--- config.mk ---
export PLATFORM = sky130hd
export DESIGN_NAME = ipc_cmd_top
export DESIGN_NICKNAME = d
export VERILOG_FILES = /design/src/design/ipc_pkg.sv /design/src/design/ipc_cmd_top.sv
export SDC_FILE = /design/constraint.sdc
export NUM_CORES = 2
export LEC_CHECK = 0
export ABC_AREA = 1
export BUFFER_PORTS_ARGS = -buffer_cell sky130_fd_sc_hd__buf_2
export CAP_MARGIN = 0
export CORE_MARGIN = 5
export CORE_UTILIZATION = 60
export CTS_CLUSTER_DIAMETER = 60
export DETAILED_ROUTE_END_ITERATION = 10
export GPL_ROUTABILITY_DRIVEN = 1
export PLACE_DENSITY = 0.78
export SYNTH_ARGS = -nofsm -noshare
export SYNTH_HDL_FRONTEND = slang
export SYNTH_SLANG_ARGS = --single-unit
export TNS_END_PERCENT = 10
--- constraint.sdc ---
create_clock -name mclk -period 8.1 [get_ports mclk]
set_input_delay 1.62 -clock mclk [delete_from_list [all_inputs] [get_ports mclk]]
set_output_delay 1.62 -clock mclk [all_outputs]
set_load 0.01 [all_outputs]
--- src/design/ipc_pkg.sv ---
// Constants and types shared by the interactive peripheral command handler
package ipc_pkg;

	// ------------------------------------------------------------------
	// Register offsets on the plain register port (byte addresses)
	// ------------------------------------------------------------------
	localparam logic [3:0] ADDR_CMD  = 4'h0;
	localparam logic [3:0] ADDR_DATA = 4'h4;
	localparam logic [3:0] ADDR_CTRL = 4'h8;
	localparam logic [3:0] ADDR_STAT = 4'hC;

	// ------------------------------------------------------------------
	// Command opcodes, carried in bits 15:8 of a command word
	// ------------------------------------------------------------------
	localparam logic [7:0] OP_CURSOR_STATUS_QUERY     = 8'h17;
	localparam logic [7:0] OP_SERIAL_CHAR_WRITE       = 8'h18;
	localparam logic [7:0] OP_SERIAL_CHAR_READ        = 8'h19;
	localparam logic [7:0] OP_PERIPHERAL_STATUS_QUERY = 8'h1A;

	// ------------------------------------------------------------------
	// Configuration limits: unit counts checked against the device field, BUF_DEPTH against buffer fill
	// ------------------------------------------------------------------
	localparam logic [7:0] NUM_PORTS   = 8'h08;
	localparam logic [7:0] NUM_CURSORS = 8'h04;
	localparam logic [7:0] NUM_BOARDS  = 8'h02;
	localparam logic [4:0] BUF_DEPTH   = 5'h10;

	// ------------------------------------------------------------------
	// Field positions of the result words and of the control and status registers
	// ------------------------------------------------------------------
	localparam int CUR_ENTER_BIT   = 13;
	localparam int CUR_TRACK_BIT   = 12;
	localparam int CUR_FLASH_BIT   = 11;
	localparam int CUR_SHOWN_BIT   = 10;
	localparam int RX_FAULT_BIT    = 15;
	localparam int RX_OVERRUN_BIT  = 14;
	localparam int RX_EMPTY_BIT    = 13;
	localparam int PS_TX_LSB       = 0;
	localparam int PS_RX_LSB       = 4;
	localparam int PS_CUR_LSB      = 8;
	localparam int CTRL_TXIE_BIT   = 0;
	localparam int CTRL_RXIE_BIT   = 1;
	localparam int STAT_RXNE_LSB   = 8;
	localparam int STAT_RESCNT_LSB = 16;
	localparam int STAT_WAIT_BIT   = 18;

	// ------------------------------------------------------------------
	// Reset values
	// ------------------------------------------------------------------
	localparam logic [1:0] CTRL_RESET = 2'h0;

	// Command phase: idle, or holding a write command for its character word
	typedef enum logic {
		IPC_IDLE,
		IPC_WAIT_CHAR
	} ipc_phase_t;

endpackage

--- src/design/ipc_cmd_top.sv ---
// Interactive peripheral command handler: cursors, serial output, receive buffers, status words
//
// What this block does
// - Cursor query returns X word, Y-plus-flags word
// - Shown flag reflects cursor currently visible
// - Track flag mirrors pointing device track switch
// - Write command sends one byte to port
// - Transmit completion raises enabled transmit request
// - Ports transmit independently, overlapping starts accepted
// - Port codes 0-3 board one, 4-7 board two; cursor codes 0-1 board one, 2-3 board two
// - Every byte value 00 to FF accepted
// - Eight ports, sixteen-byte receive buffer each
// - One enabled receive request per received byte
// - Reading port data clears its status bit
// - Reset empties every receive buffer
// - Read word: fault, overrun, empty, byte
// - Status query selects board by device field
// - Status word names interrupting or ready source
// - Cursor event on enter or tracked move
// - Cursor event held until cursor queried
// - Transmit bit low while sending, high after
//
// Decided for this implementation: the register addresses and strobed register access.
`timescale 1ns/100ps

module ipc_cmd_top (
	input  wire logic             mclk,
	input  wire logic             rst,
	input  wire logic [3:0]       bus_addr,
	input  wire logic [31:0]      bus_wdata,
	input  wire logic             bus_wr,
	input  wire logic             bus_rd,
	output logic      [31:0]      bus_rdata,
	output logic      [7:0]       tx_valid,
	output logic      [7:0][7:0]  tx_char,
	input  wire logic [7:0]       tx_done,
	output logic      [7:0]       tx_irq,
	input  wire logic [7:0]       rx_toggle,
	input  wire logic [7:0][7:0]  rx_data,
	input  wire logic [7:0]       rx_hardware_fault_flag,
	output logic      [7:0]       rx_irq,
	input  wire logic [3:0][9:0]  cur_x,
	input  wire logic [3:0][9:0]  cur_y,
	input  wire logic [3:0]       cursor_shown_flag,
	input  wire logic [3:0]       cursor_flash_flag,
	input  wire logic             pd_enter,
	input  wire logic             tracking_on_flag,
	input  wire logic [1:0]       pd_select
);

	// ------------------------------------------------------------------
	// State
	// ------------------------------------------------------------------

	// Every flip-flop of the block lives in this one record
	typedef struct packed {
		ipc_pkg::ipc_phase_t   phase;
		logic [2:0]            wait_dev;
		logic                  wait_ok;
		logic [7:0]            tx_busy;
		logic [7:0][7:0]       tx_data;
		logic [7:0]            txd1;
		logic [7:0]            txd2;
		logic [7:0]            txd3;
		logic [7:0]            rxt1;
		logic [7:0]            rxt2;
		logic [7:0]            rxt3;
		logic [7:0][7:0]       rxd1;
		logic [7:0][7:0]       rxd2;
		logic [7:0]            rxf1;
		logic [7:0]            rxf2;
		logic [3:0]            pd1;
		logic [3:0]            pd2;
		logic                  enter_prev;
		logic [3:0][9:0]       cx_prev;
		logic [3:0][9:0]       cy_prev;
		logic                  txie;
		logic                  rxie;
		logic [7:0][15:0][8:0] rbuf;
		logic [7:0][3:0]       wp;
		logic [7:0][3:0]       rp;
		logic [7:0][4:0]       cnt;
		logic [7:0]            ovf;
		logic [7:0]            rx_new;
		logic [3:0]            cev;
		logic [15:0]           res0;
		logic [15:0]           res1;
		logic [1:0]            res_cnt;
		logic [31:0]           rdata;
		logic [7:0]            tx_irq;
		logic [7:0]            rx_irq;
		logic [1:0]            warm;
	} ipc_state_t;

	ipc_state_t q;
	ipc_state_t d;

	// Working values of the combinational process
	logic [2:0]  pi;
	logic [15:0] w;
	logic [7:0]  cmd_op;
	logic [7:0]  cmd_dev;
	logic [7:0]  tx_fin_evt;
	logic [7:0]  rx_evt;
	logic [3:0]  cev_set;
	logic        cnt_over;

	// ------------------------------------------------------------------
	// Helpers
	// ------------------------------------------------------------------

	// Status word of one link board: free outputs, new input, cursor events
	function automatic logic [15:0] ps_word(input ipc_state_t s, input logic b);
		logic [15:0] r;
		r = 16'h0000;
		r[ipc_pkg::PS_TX_LSB +: 4]  = ~s.tx_busy[{b, 2'b00} +: 4];
		r[ipc_pkg::PS_RX_LSB +: 4]  = s.rx_new[{b, 2'b00} +: 4];
		r[ipc_pkg::PS_CUR_LSB +: 2] = s.cev[{b, 1'b0} +: 2];
		return r;
	endfunction

	// Decoded events seen by the combinational process
	always_comb
	begin
		cmd_op     = bus_wdata[15:8];
		cmd_dev    = bus_wdata[7:0];
		tx_fin_evt = q.tx_busy & q.txd2 & ~q.txd3;
		// A toggle line left high across reset must not look like a fresh byte
		rx_evt     = (q.rxt2 ^ q.rxt3) & {8{&q.warm}};
		cnt_over   = 1'b0;
		for (int i = 0; i < 8; i++)
		begin
			if (q.cnt[i] > ipc_pkg::BUF_DEPTH)
			begin
				cnt_over = 1'b1;
			end
		end
		for (int m = 0; m < 4; m++)
		begin
			cev_set[m] = (&q.warm) && (q.pd2[1:0] == 2'(m)) &&
				((q.pd2[3] && !q.enter_prev) ||
				(q.pd2[2] && (cur_x[m] != q.cx_prev[m] || cur_y[m] != q.cy_prev[m])));
		end
	end

	// ------------------------------------------------------------------
	// Next state
	// ------------------------------------------------------------------

	always_comb
	begin
		d  = q;
		pi = cmd_dev[2:0];
		w  = 16'h0000;

		// Pulses and read data last one cycle only
		d.tx_irq = 8'h00;
		d.rx_irq = 8'h00;
		d.rdata  = 32'h0000_0000;

		// Two-stage synchronisers for everything from the link boards
		d.txd1 = tx_done;
		d.txd2 = q.txd1;
		d.txd3 = q.txd2;
		d.rxt1 = rx_toggle;
		d.rxt2 = q.rxt1;
		d.rxt3 = q.rxt2;
		d.rxd1 = rx_data;
		d.rxd2 = q.rxd1;
		d.rxf1 = rx_hardware_fault_flag;
		d.rxf2 = q.rxf1;
		d.pd1  = {pd_enter, tracking_on_flag, pd_select};
		d.pd2  = q.pd1;
		d.enter_prev = q.pd2[3];
		d.cx_prev    = cur_x;
		d.cy_prev    = cur_y;

		// Receive and cursor edge detectors stay deaf until the synchronisers hold real pin levels
		d.warm = q.warm + {1'b0, ~&q.warm};

		// Command port writes; clears come first so that later sets win
		if (bus_wr && bus_addr == ipc_pkg::ADDR_CMD)
		begin
			d.phase = ipc_pkg::IPC_IDLE;
			case (cmd_op)
				ipc_pkg::OP_CURSOR_STATUS_QUERY:
				begin
					d.res0    = 16'h0000;
					d.res1    = 16'h0000;
					d.res_cnt = 2'h2;
					if (cmd_dev < ipc_pkg::NUM_CURSORS)
					begin
						d.res0[9:0] = cur_x[pi[1:0]];
						d.res1[9:0] = cur_y[pi[1:0]];
						d.res1[ipc_pkg::CUR_ENTER_BIT] = q.pd2[3];
						d.res1[ipc_pkg::CUR_TRACK_BIT] = q.pd2[2];
						d.res1[ipc_pkg::CUR_FLASH_BIT] = cursor_flash_flag[pi[1:0]];
						d.res1[ipc_pkg::CUR_SHOWN_BIT] = cursor_shown_flag[pi[1:0]];
						d.cev[pi[1:0]] = 1'b0;
					end
				end
				ipc_pkg::OP_SERIAL_CHAR_WRITE:
				begin
					d.phase    = ipc_pkg::IPC_WAIT_CHAR;
					d.wait_dev = pi;
					d.wait_ok  = cmd_dev < ipc_pkg::NUM_PORTS;
				end
				ipc_pkg::OP_SERIAL_CHAR_READ:
				begin
					if (cmd_dev < ipc_pkg::NUM_PORTS)
					begin
						if (q.cnt[pi] == 5'h00)
						begin
							w[ipc_pkg::RX_EMPTY_BIT] = 1'b1;
						end
						else
						begin
							w[7:0] = q.rbuf[pi][q.rp[pi]][7:0];
							w[ipc_pkg::RX_FAULT_BIT] = q.rbuf[pi][q.rp[pi]][8];
							d.rp[pi]  = q.rp[pi] + 4'h1;
							d.cnt[pi] = q.cnt[pi] - 5'h01;
						end
						w[ipc_pkg::RX_OVERRUN_BIT] = q.ovf[pi];
						d.ovf[pi]    = 1'b0;
						d.rx_new[pi] = 1'b0;
					end
					else
					begin
						w[ipc_pkg::RX_EMPTY_BIT] = 1'b1;
					end
					d.res0    = w;
					d.res_cnt = 2'h1;
				end
				ipc_pkg::OP_PERIPHERAL_STATUS_QUERY:
				begin
					d.res0    = (cmd_dev < ipc_pkg::NUM_BOARDS) ? ps_word(q, pi[0]) : 16'h0000;
					d.res_cnt = 2'h1;
				end
				default:
				begin
					d.res_cnt = q.res_cnt;
				end
			endcase
		end

		// Character word that follows a write command
		if (bus_wr && bus_addr == ipc_pkg::ADDR_DATA)
		begin
			case (q.phase)
				ipc_pkg::IPC_WAIT_CHAR:
				begin
					d.phase = ipc_pkg::IPC_IDLE;
					if (q.wait_ok)
					begin
						d.tx_busy[q.wait_dev] = 1'b1;
						d.tx_data[q.wait_dev] = bus_wdata[7:0];
					end
				end
				default:
				begin
					d.phase = ipc_pkg::IPC_IDLE;
				end
			endcase
		end

		// Interrupt enables
		if (bus_wr && bus_addr == ipc_pkg::ADDR_CTRL)
		begin
			d.txie = bus_wdata[ipc_pkg::CTRL_TXIE_BIT];
			d.rxie = bus_wdata[ipc_pkg::CTRL_RXIE_BIT];
		end

		// Register reads; a result word is consumed by its read
		if (bus_rd)
		begin
			case (bus_addr)
				ipc_pkg::ADDR_DATA:
				begin
					if (q.res_cnt != 2'h0)
					begin
						d.rdata[15:0] = q.res0;
						d.res0    = q.res1;
						d.res_cnt = q.res_cnt - 2'h1;
					end
				end
				ipc_pkg::ADDR_CTRL:
				begin
					d.rdata[ipc_pkg::CTRL_TXIE_BIT] = q.txie;
					d.rdata[ipc_pkg::CTRL_RXIE_BIT] = q.rxie;
				end
				ipc_pkg::ADDR_STAT:
				begin
					d.rdata[7:0] = q.tx_busy;
					for (int i = 0; i < 8; i++)
					begin
						d.rdata[ipc_pkg::STAT_RXNE_LSB + i] = q.cnt[i] != 5'h00;
					end
					d.rdata[ipc_pkg::STAT_RESCNT_LSB +: 2] = q.res_cnt;
					d.rdata[ipc_pkg::STAT_WAIT_BIT] = q.phase == ipc_pkg::IPC_WAIT_CHAR;
				end
				default:
				begin
					d.rdata = 32'h0000_0000;
				end
			endcase
		end

		// Transmit completion on the rising edge of a port's done level
		for (int i = 0; i < 8; i++)
		begin
			if (tx_fin_evt[i])
			begin
				d.tx_busy[i] = 1'b0;
				d.tx_irq[i]  = q.txie;
			end
		end

		// Received bytes go into their port's buffer; a full buffer overruns
		for (int i = 0; i < 8; i++)
		begin
			if (rx_evt[i])
			begin
				if (d.cnt[i] == ipc_pkg::BUF_DEPTH)
				begin
					d.ovf[i] = 1'b1;
				end
				else
				begin
					d.rbuf[i][d.wp[i]] = {q.rxf2[i], q.rxd2[i]};
					d.wp[i]  = d.wp[i] + 4'h1;
					d.cnt[i] = d.cnt[i] + 5'h01;
				end
				d.rx_new[i] = 1'b1;
				d.rx_irq[i] = q.rxie;
			end
		end

		// Cursor events; a new event beats the clear of a query
		for (int m = 0; m < 4; m++)
		begin
			if (cev_set[m])
			begin
				d.cev[m] = 1'b1;
			end
		end
	end

	// ------------------------------------------------------------------
	// State register
	// ------------------------------------------------------------------

	// Reset empties every buffer and drops any pending exchange
	always_ff @(posedge mclk)
	begin
		if (rst)
		begin
			q      <= '0;
			q.txie <= ipc_pkg::CTRL_RESET[ipc_pkg::CTRL_TXIE_BIT];
			q.rxie <= ipc_pkg::CTRL_RESET[ipc_pkg::CTRL_RXIE_BIT];
		end
		else
		begin
			q <= d;
		end
	end

	// Outputs straight from the state record
	assign bus_rdata = q.rdata;
	assign tx_valid  = q.tx_busy;
	assign tx_char   = q.tx_data;
	assign tx_irq    = q.tx_irq;
	assign rx_irq    = q.rx_irq;

	// ------------------------------------------------------------------
	// Checks
	// ------------------------------------------------------------------

	property p_cursor_words;
		@(posedge mclk) disable iff (rst)
		(bus_wr && bus_addr == ipc_pkg::ADDR_CMD && cmd_op == ipc_pkg::OP_CURSOR_STATUS_QUERY)
		|=> (q.res_cnt == 2'h2 && q.res0[15:10] == 6'h00 && q.res1[15:14] == 2'h0);
	endproperty
	a_cursor_words: assert property (p_cursor_words) else $error("cursor query did not load two words");

	property p_send_char;
		@(posedge mclk) disable iff (rst)
		(bus_wr && bus_addr == ipc_pkg::ADDR_DATA && q.phase == ipc_pkg::IPC_WAIT_CHAR && q.wait_ok)
		|=> (tx_valid[q.wait_dev] && tx_char[q.wait_dev] == $past(bus_wdata[7:0]));
	endproperty
	a_send_char: assert property (p_send_char) else $error("character not started on selected port");

	property p_tx_done;
		@(posedge mclk) disable iff (rst)
		(tx_fin_evt != 8'h00) |=> ((tx_valid & $past(tx_fin_evt)) == 8'h00);
	endproperty
	a_tx_done: assert property (p_tx_done) else $error("port still busy after completion");

	property p_tx_irq;
		@(posedge mclk) disable iff (rst)
		(q.txie && tx_fin_evt != 8'h00) |=> (tx_irq == $past(tx_fin_evt));
	endproperty
	a_tx_irq: assert property (p_tx_irq) else $error("transmit request missing");

	property p_rx_irq;
		@(posedge mclk) disable iff (rst)
		(q.rxie && rx_evt != 8'h00) |=> (rx_irq == $past(rx_evt));
	endproperty
	a_rx_irq: assert property (p_rx_irq) else $error("receive request not one per byte");

	property p_buf_bound;
		@(posedge mclk) disable iff (rst)
		!cnt_over;
	endproperty
	a_buf_bound: assert property (p_buf_bound) else $error("receive buffer above sixteen bytes");

	property p_reset_empty;
		@(posedge mclk) disable iff (rst)
		$fell(rst) |-> (q.cnt == '0 && q.ovf == 8'h00 && q.res_cnt == 2'h0);
	endproperty
	a_reset_empty: assert property (p_reset_empty) else $error("buffers not empty after reset");

	property p_reset_quiet;
		@(posedge mclk) disable iff (rst)
		$fell(rst) |-> ##3 (q.cnt == '0 && rx_irq == 8'h00);
	endproperty
	a_reset_quiet: assert property (p_reset_quiet) else $error("byte taken from before reset");

	property p_read_clears;
		@(posedge mclk) disable iff (rst)
		(bus_wr && bus_addr == ipc_pkg::ADDR_CMD && cmd_op == ipc_pkg::OP_SERIAL_CHAR_READ
			&& cmd_dev < ipc_pkg::NUM_PORTS && !rx_evt[cmd_dev[2:0]])
		|=> !q.rx_new[$past(bus_wdata[2:0])];
	endproperty
	a_read_clears: assert property (p_read_clears) else $error("status bit survived data read");

	property p_empty_flag;
		@(posedge mclk) disable iff (rst)
		(bus_wr && bus_addr == ipc_pkg::ADDR_CMD && cmd_op == ipc_pkg::OP_SERIAL_CHAR_READ
			&& cmd_dev < ipc_pkg::NUM_PORTS && q.cnt[cmd_dev[2:0]] == 5'h00)
		|=> (q.res0[ipc_pkg::RX_EMPTY_BIT] && q.res0[7:0] == 8'h00 && q.res_cnt == 2'h1);
	endproperty
	a_empty_flag: assert property (p_empty_flag) else $error("empty buffer not flagged");

	property p_cev_clear;
		@(posedge mclk) disable iff (rst)
		(bus_wr && bus_addr == ipc_pkg::ADDR_CMD && cmd_op == ipc_pkg::OP_CURSOR_STATUS_QUERY
			&& cmd_dev < ipc_pkg::NUM_CURSORS && !cev_set[cmd_dev[1:0]])
		|=> !q.cev[$past(bus_wdata[1:0])];
	endproperty
	a_cev_clear: assert property (p_cev_clear) else $error("cursor event not cleared by query");

	property p_data_read;
		@(posedge mclk) disable iff (rst)
		(bus_rd && bus_addr == ipc_pkg::ADDR_DATA && q.res_cnt != 2'h0)
		|=> (bus_rdata[15:0] == $past(q.res0) && bus_rdata[31:16] == 16'h0000) ##1 (bus_rdata == 32'h0 || $past(bus_rd));
	endproperty
	a_data_read: assert property (p_data_read) else $error("result word not returned");

endmodule

==> key figures <==
Route
  • DRT Pass-1 Iters: 9
  • Via density per instance: between 5 and 6
  • Post-route ant nets: 0
  • Average routed wire per standard cell: 21.1 µm
  • DR DRC count: 0
  • Iter 0 DRT Violations: approximately 11k
  • Routed via count: roughly 79k
  • Wirelength, routed: 289 mm

Clock tree
  • H-Tree Level Count: 4
  • Post-CTS setup buffers: 0
  • Clock sinks: around 1.7k
  • Worst skew pair latency: slightly above 800 ps
  • TritonCTS clock tree: yes
  • Clock-pin transition on the worst setup and hold timing paths: about 60 ps
  • # hold bufs at CTS: 0
  • Total CTS buffers: 176
  • Clk root buf: clkbuf_16
  • Post-cts sizing count: 0
  • Clock Tree Buf Depth: 3

STA
  • Setup violators final: 0
  • RSZ-0062 raised after global routing: false
  • Measured slew at the worst slew-check pin: around 1400 ps
  • Final worst slack: 2020 ps
  • Hold_ws: about 390 ps
  • Setup tns final: 0 ps
  • Clock Skew: between 30 and 40 ps
  • Tcrit/Tclk final: 0.751
  • Hold Vio Cnt, Final: 0
  • Post-layout min period: just over 6000 ps
  • Max-slew headroom: 0.0435
  • Fmax: approximately 0.16 GHz
  • Final Slew Violations: 0

Global route
  • First-pass GRT wire length: roughly 430 mm
  • Vias in the first global route: slightly above 70k
  • Pin count of the biggest net entering global routing: about 220
  • Gr ovfl total: 0
  • Antenna violations before repair: 3
  • GRT Overall Usage: 0.389

Synth
  • Top area cells in the synthesized netlist: dfxtp_1, nand2_1, nor2_1, inv_1, nand4_1
  • Dominant synthesized flop cell: dfxtp_1
  • Post-synth ARST share: 0
  • Count leader, synth: nand2_1
  • Post-Syn Instances: between 10k and 15k
  • Syn avg cell area: roughly 6.7 µm²
  • Sequential area share after synthesis: 0.423
  • Yosys Warn Count: 0
  • Leading area contributor after synthesis: dfxtp_1
  • Synth top area share: 0.423
  • EDFF count, synth: 0
  • Synth Cell Area: around 0.081 mm²
  • Post-synthesis register bit count: 1,705
  • Library cells used by synthesis: 58
  • Commonest cells in the netlist: nand2_1, nor2_1, dfxtp_1

Critical path
  • Worst flop-to-flop path startpoint: q[105]
  • Worst Reg-to-Reg Cells: 19
  • Worst setup SP type: input port
  • CP Class: input port to register
  • CP arrival: between 6000 and 7000 ps
  • Critical Path Fanout Max: between 50 and 60
  • Crit path to: q[303]
  • WP data required: just under 9000 ps
  • CP Capture Type: register
  • CP startpoint: bus_wdata[0]
  • RR Endpoint: q[303]
  • R2R setup slack: roughly 3300 ps

Finish
  • Syn-to-layout area delta: 8.15%
  • Nets: 12.1k
  • Layout cells sized above 1: 0.0798
  • Antenna diodes: 0

Hold path
  • Worst hold path class: register to register
  • HP Start: d[1501]

Floorplanning
  • # rows: about 130
  • I/O pins: 340
  • Die H: around 380 µm
  • Core area: around 0.13 mm²
  • Die X-Extent: about 380 µm
  • Full die area: 0.142 mm²
  • Initial Utilization: 0.604

Run
  • Maxcap violations: 0

Power and ir drop
  • Worst vdd ir: about 0.28 mV
  • Pwr dens: a little over 200 mW/mm²
  • LEAKAGE: 40.1 nW

Status
  • Status: complete, no violations

Place
  • I/O Buffers: a little over 300
  • DP HPWL: ~180 mm
  • Dpl ws: around 1400 ps
  • Final Wtd Congestion: 0.980
==> cells by family (layout without fill, tap and decap cells) <==
family | after synthesis | after routing | share of synthesized area
simple gates | 6934 | 6934 | 0.368
buf+inv | 2082 | 1947 | 0.112
flops | 1705 | 1705 | 0.423
compound gates | 1195 | 1195 | 0.0778
xor+xnor | 95 | 95 | 0.0104
fa+ha+maj | 50 | 50 | 0.00775
mux | 6 | 6 | 0.000744
other cells | 1 | 13 | 0.0000465
==> registers in the layout, summed over array words and instances, names as in the netlist <==
register and count:
bus_rdata 19, d 109, q 1489, rx_irq 8, tx_char 64, tx_irq 8
tx_valid 8
==> worst max-delay path, stage by stage <==
cell and delay, ps:
buf_4 520, inv_2 450, nor2_4 180, nand2_1 60, nand3_1 140, nand2_1 170, ha_1 310, nand4_1 390
buf_4 300, nand2_1 190, o21ai_0 440, inv_1 140, ha_1 200, inv_1 60, nor2_2 50, nand2_4 440
nand3_1 670, nand2_1 210, nand2_1 70, nor2_1 130
==> power by group <==
group | internal [mW] | switching [mW] | leakage (nW)
Sequential | 8.46 | 0.0781 | 13.8
Clock | 4.93 | 3.50 | 2.98
Combinational | 0.202 | 0.787 | 23.3
==> worst min-delay path by stage <==
stage                    to  slack [ps]  cells after the start
finish              q[1501]         390                      2
global route        q[1490]         410                      2
CTS                 q[1502]         390                      2
detailed placement  q[1502]         380                      2
global placement    q[1497]         380                      2
floorplan           d[1442]         390                      2
==> routing by layer <==
metal / GRT usage / vias up / share of wire / wire length (µm)
met5: 0.00404 / - / 0.00027 / 77
met4: 0.317 / 2 / 0.096 / 27900
met3: 0.0937 / 1123 / 0.12 / 35400
met2: 0.574 / 4744 / 0.41 / 119000
met1: 0.484 / 36000 / 0.37 / 106000
li1: - / 37100 / - / -
==> metrics by stage <==
stage          utilization  total power, mW  instances  area, µm²
6_report             0.653             18.0      13700      87300
2_1_floorplan            -             9.23      12100      80700
3_5_place_dp         0.608             9.66      13400      81300
3_3_place_gp         0.608             9.65      13400      81300
4_1_cts              0.653             17.9      13700      87300
5_1_grt              0.653             18.4      13700      87300
==> cell type report <==
type	instances	area [µm²]
fill	11700	46300
multi-input combinational	8293	37700
sequential	1705	34200
clock buffer	256	5230
inverter	1180	4440
timing repair buffer	440	2770
tap	1768	2210
clock inverter	71	787
==> layout by cell type, fill, tap and decap left out, drive strengths merged, types with 3 or more instances in the layout <==
cell / netlist / final
xor2: 51 / 51
inv: 1176 / 1183
clkinvlp: 0 / 7
nand3: 436 / 436
nand3b: 17 / 17
nand4: 631 / 631
clkinv: 4 / 47
nor4: 13 / 13
a21oi: 788 / 788
clkbuf: 470 / 256
conb: 1 / 13
xnor2: 44 / 44
ha: 50 / 50
or4: 6 / 6
a211oi: 7 / 7
o2111ai: 12 / 12
mux2i: 6 / 6
bufinv: 0 / 14
o211ai: 19 / 19
a31oi: 3 / 3
or2: 17 / 17
dfxtp: 1705 / 1705
o21ai: 284 / 284
nor2: 2261 / 2261
o22ai: 50 / 50
nor3: 27 / 27
buf: 432 / 440
a221oi: 17 / 17
nand2: 3523 / 3523
Note: power is estimated with default switching activity, not from simulation.
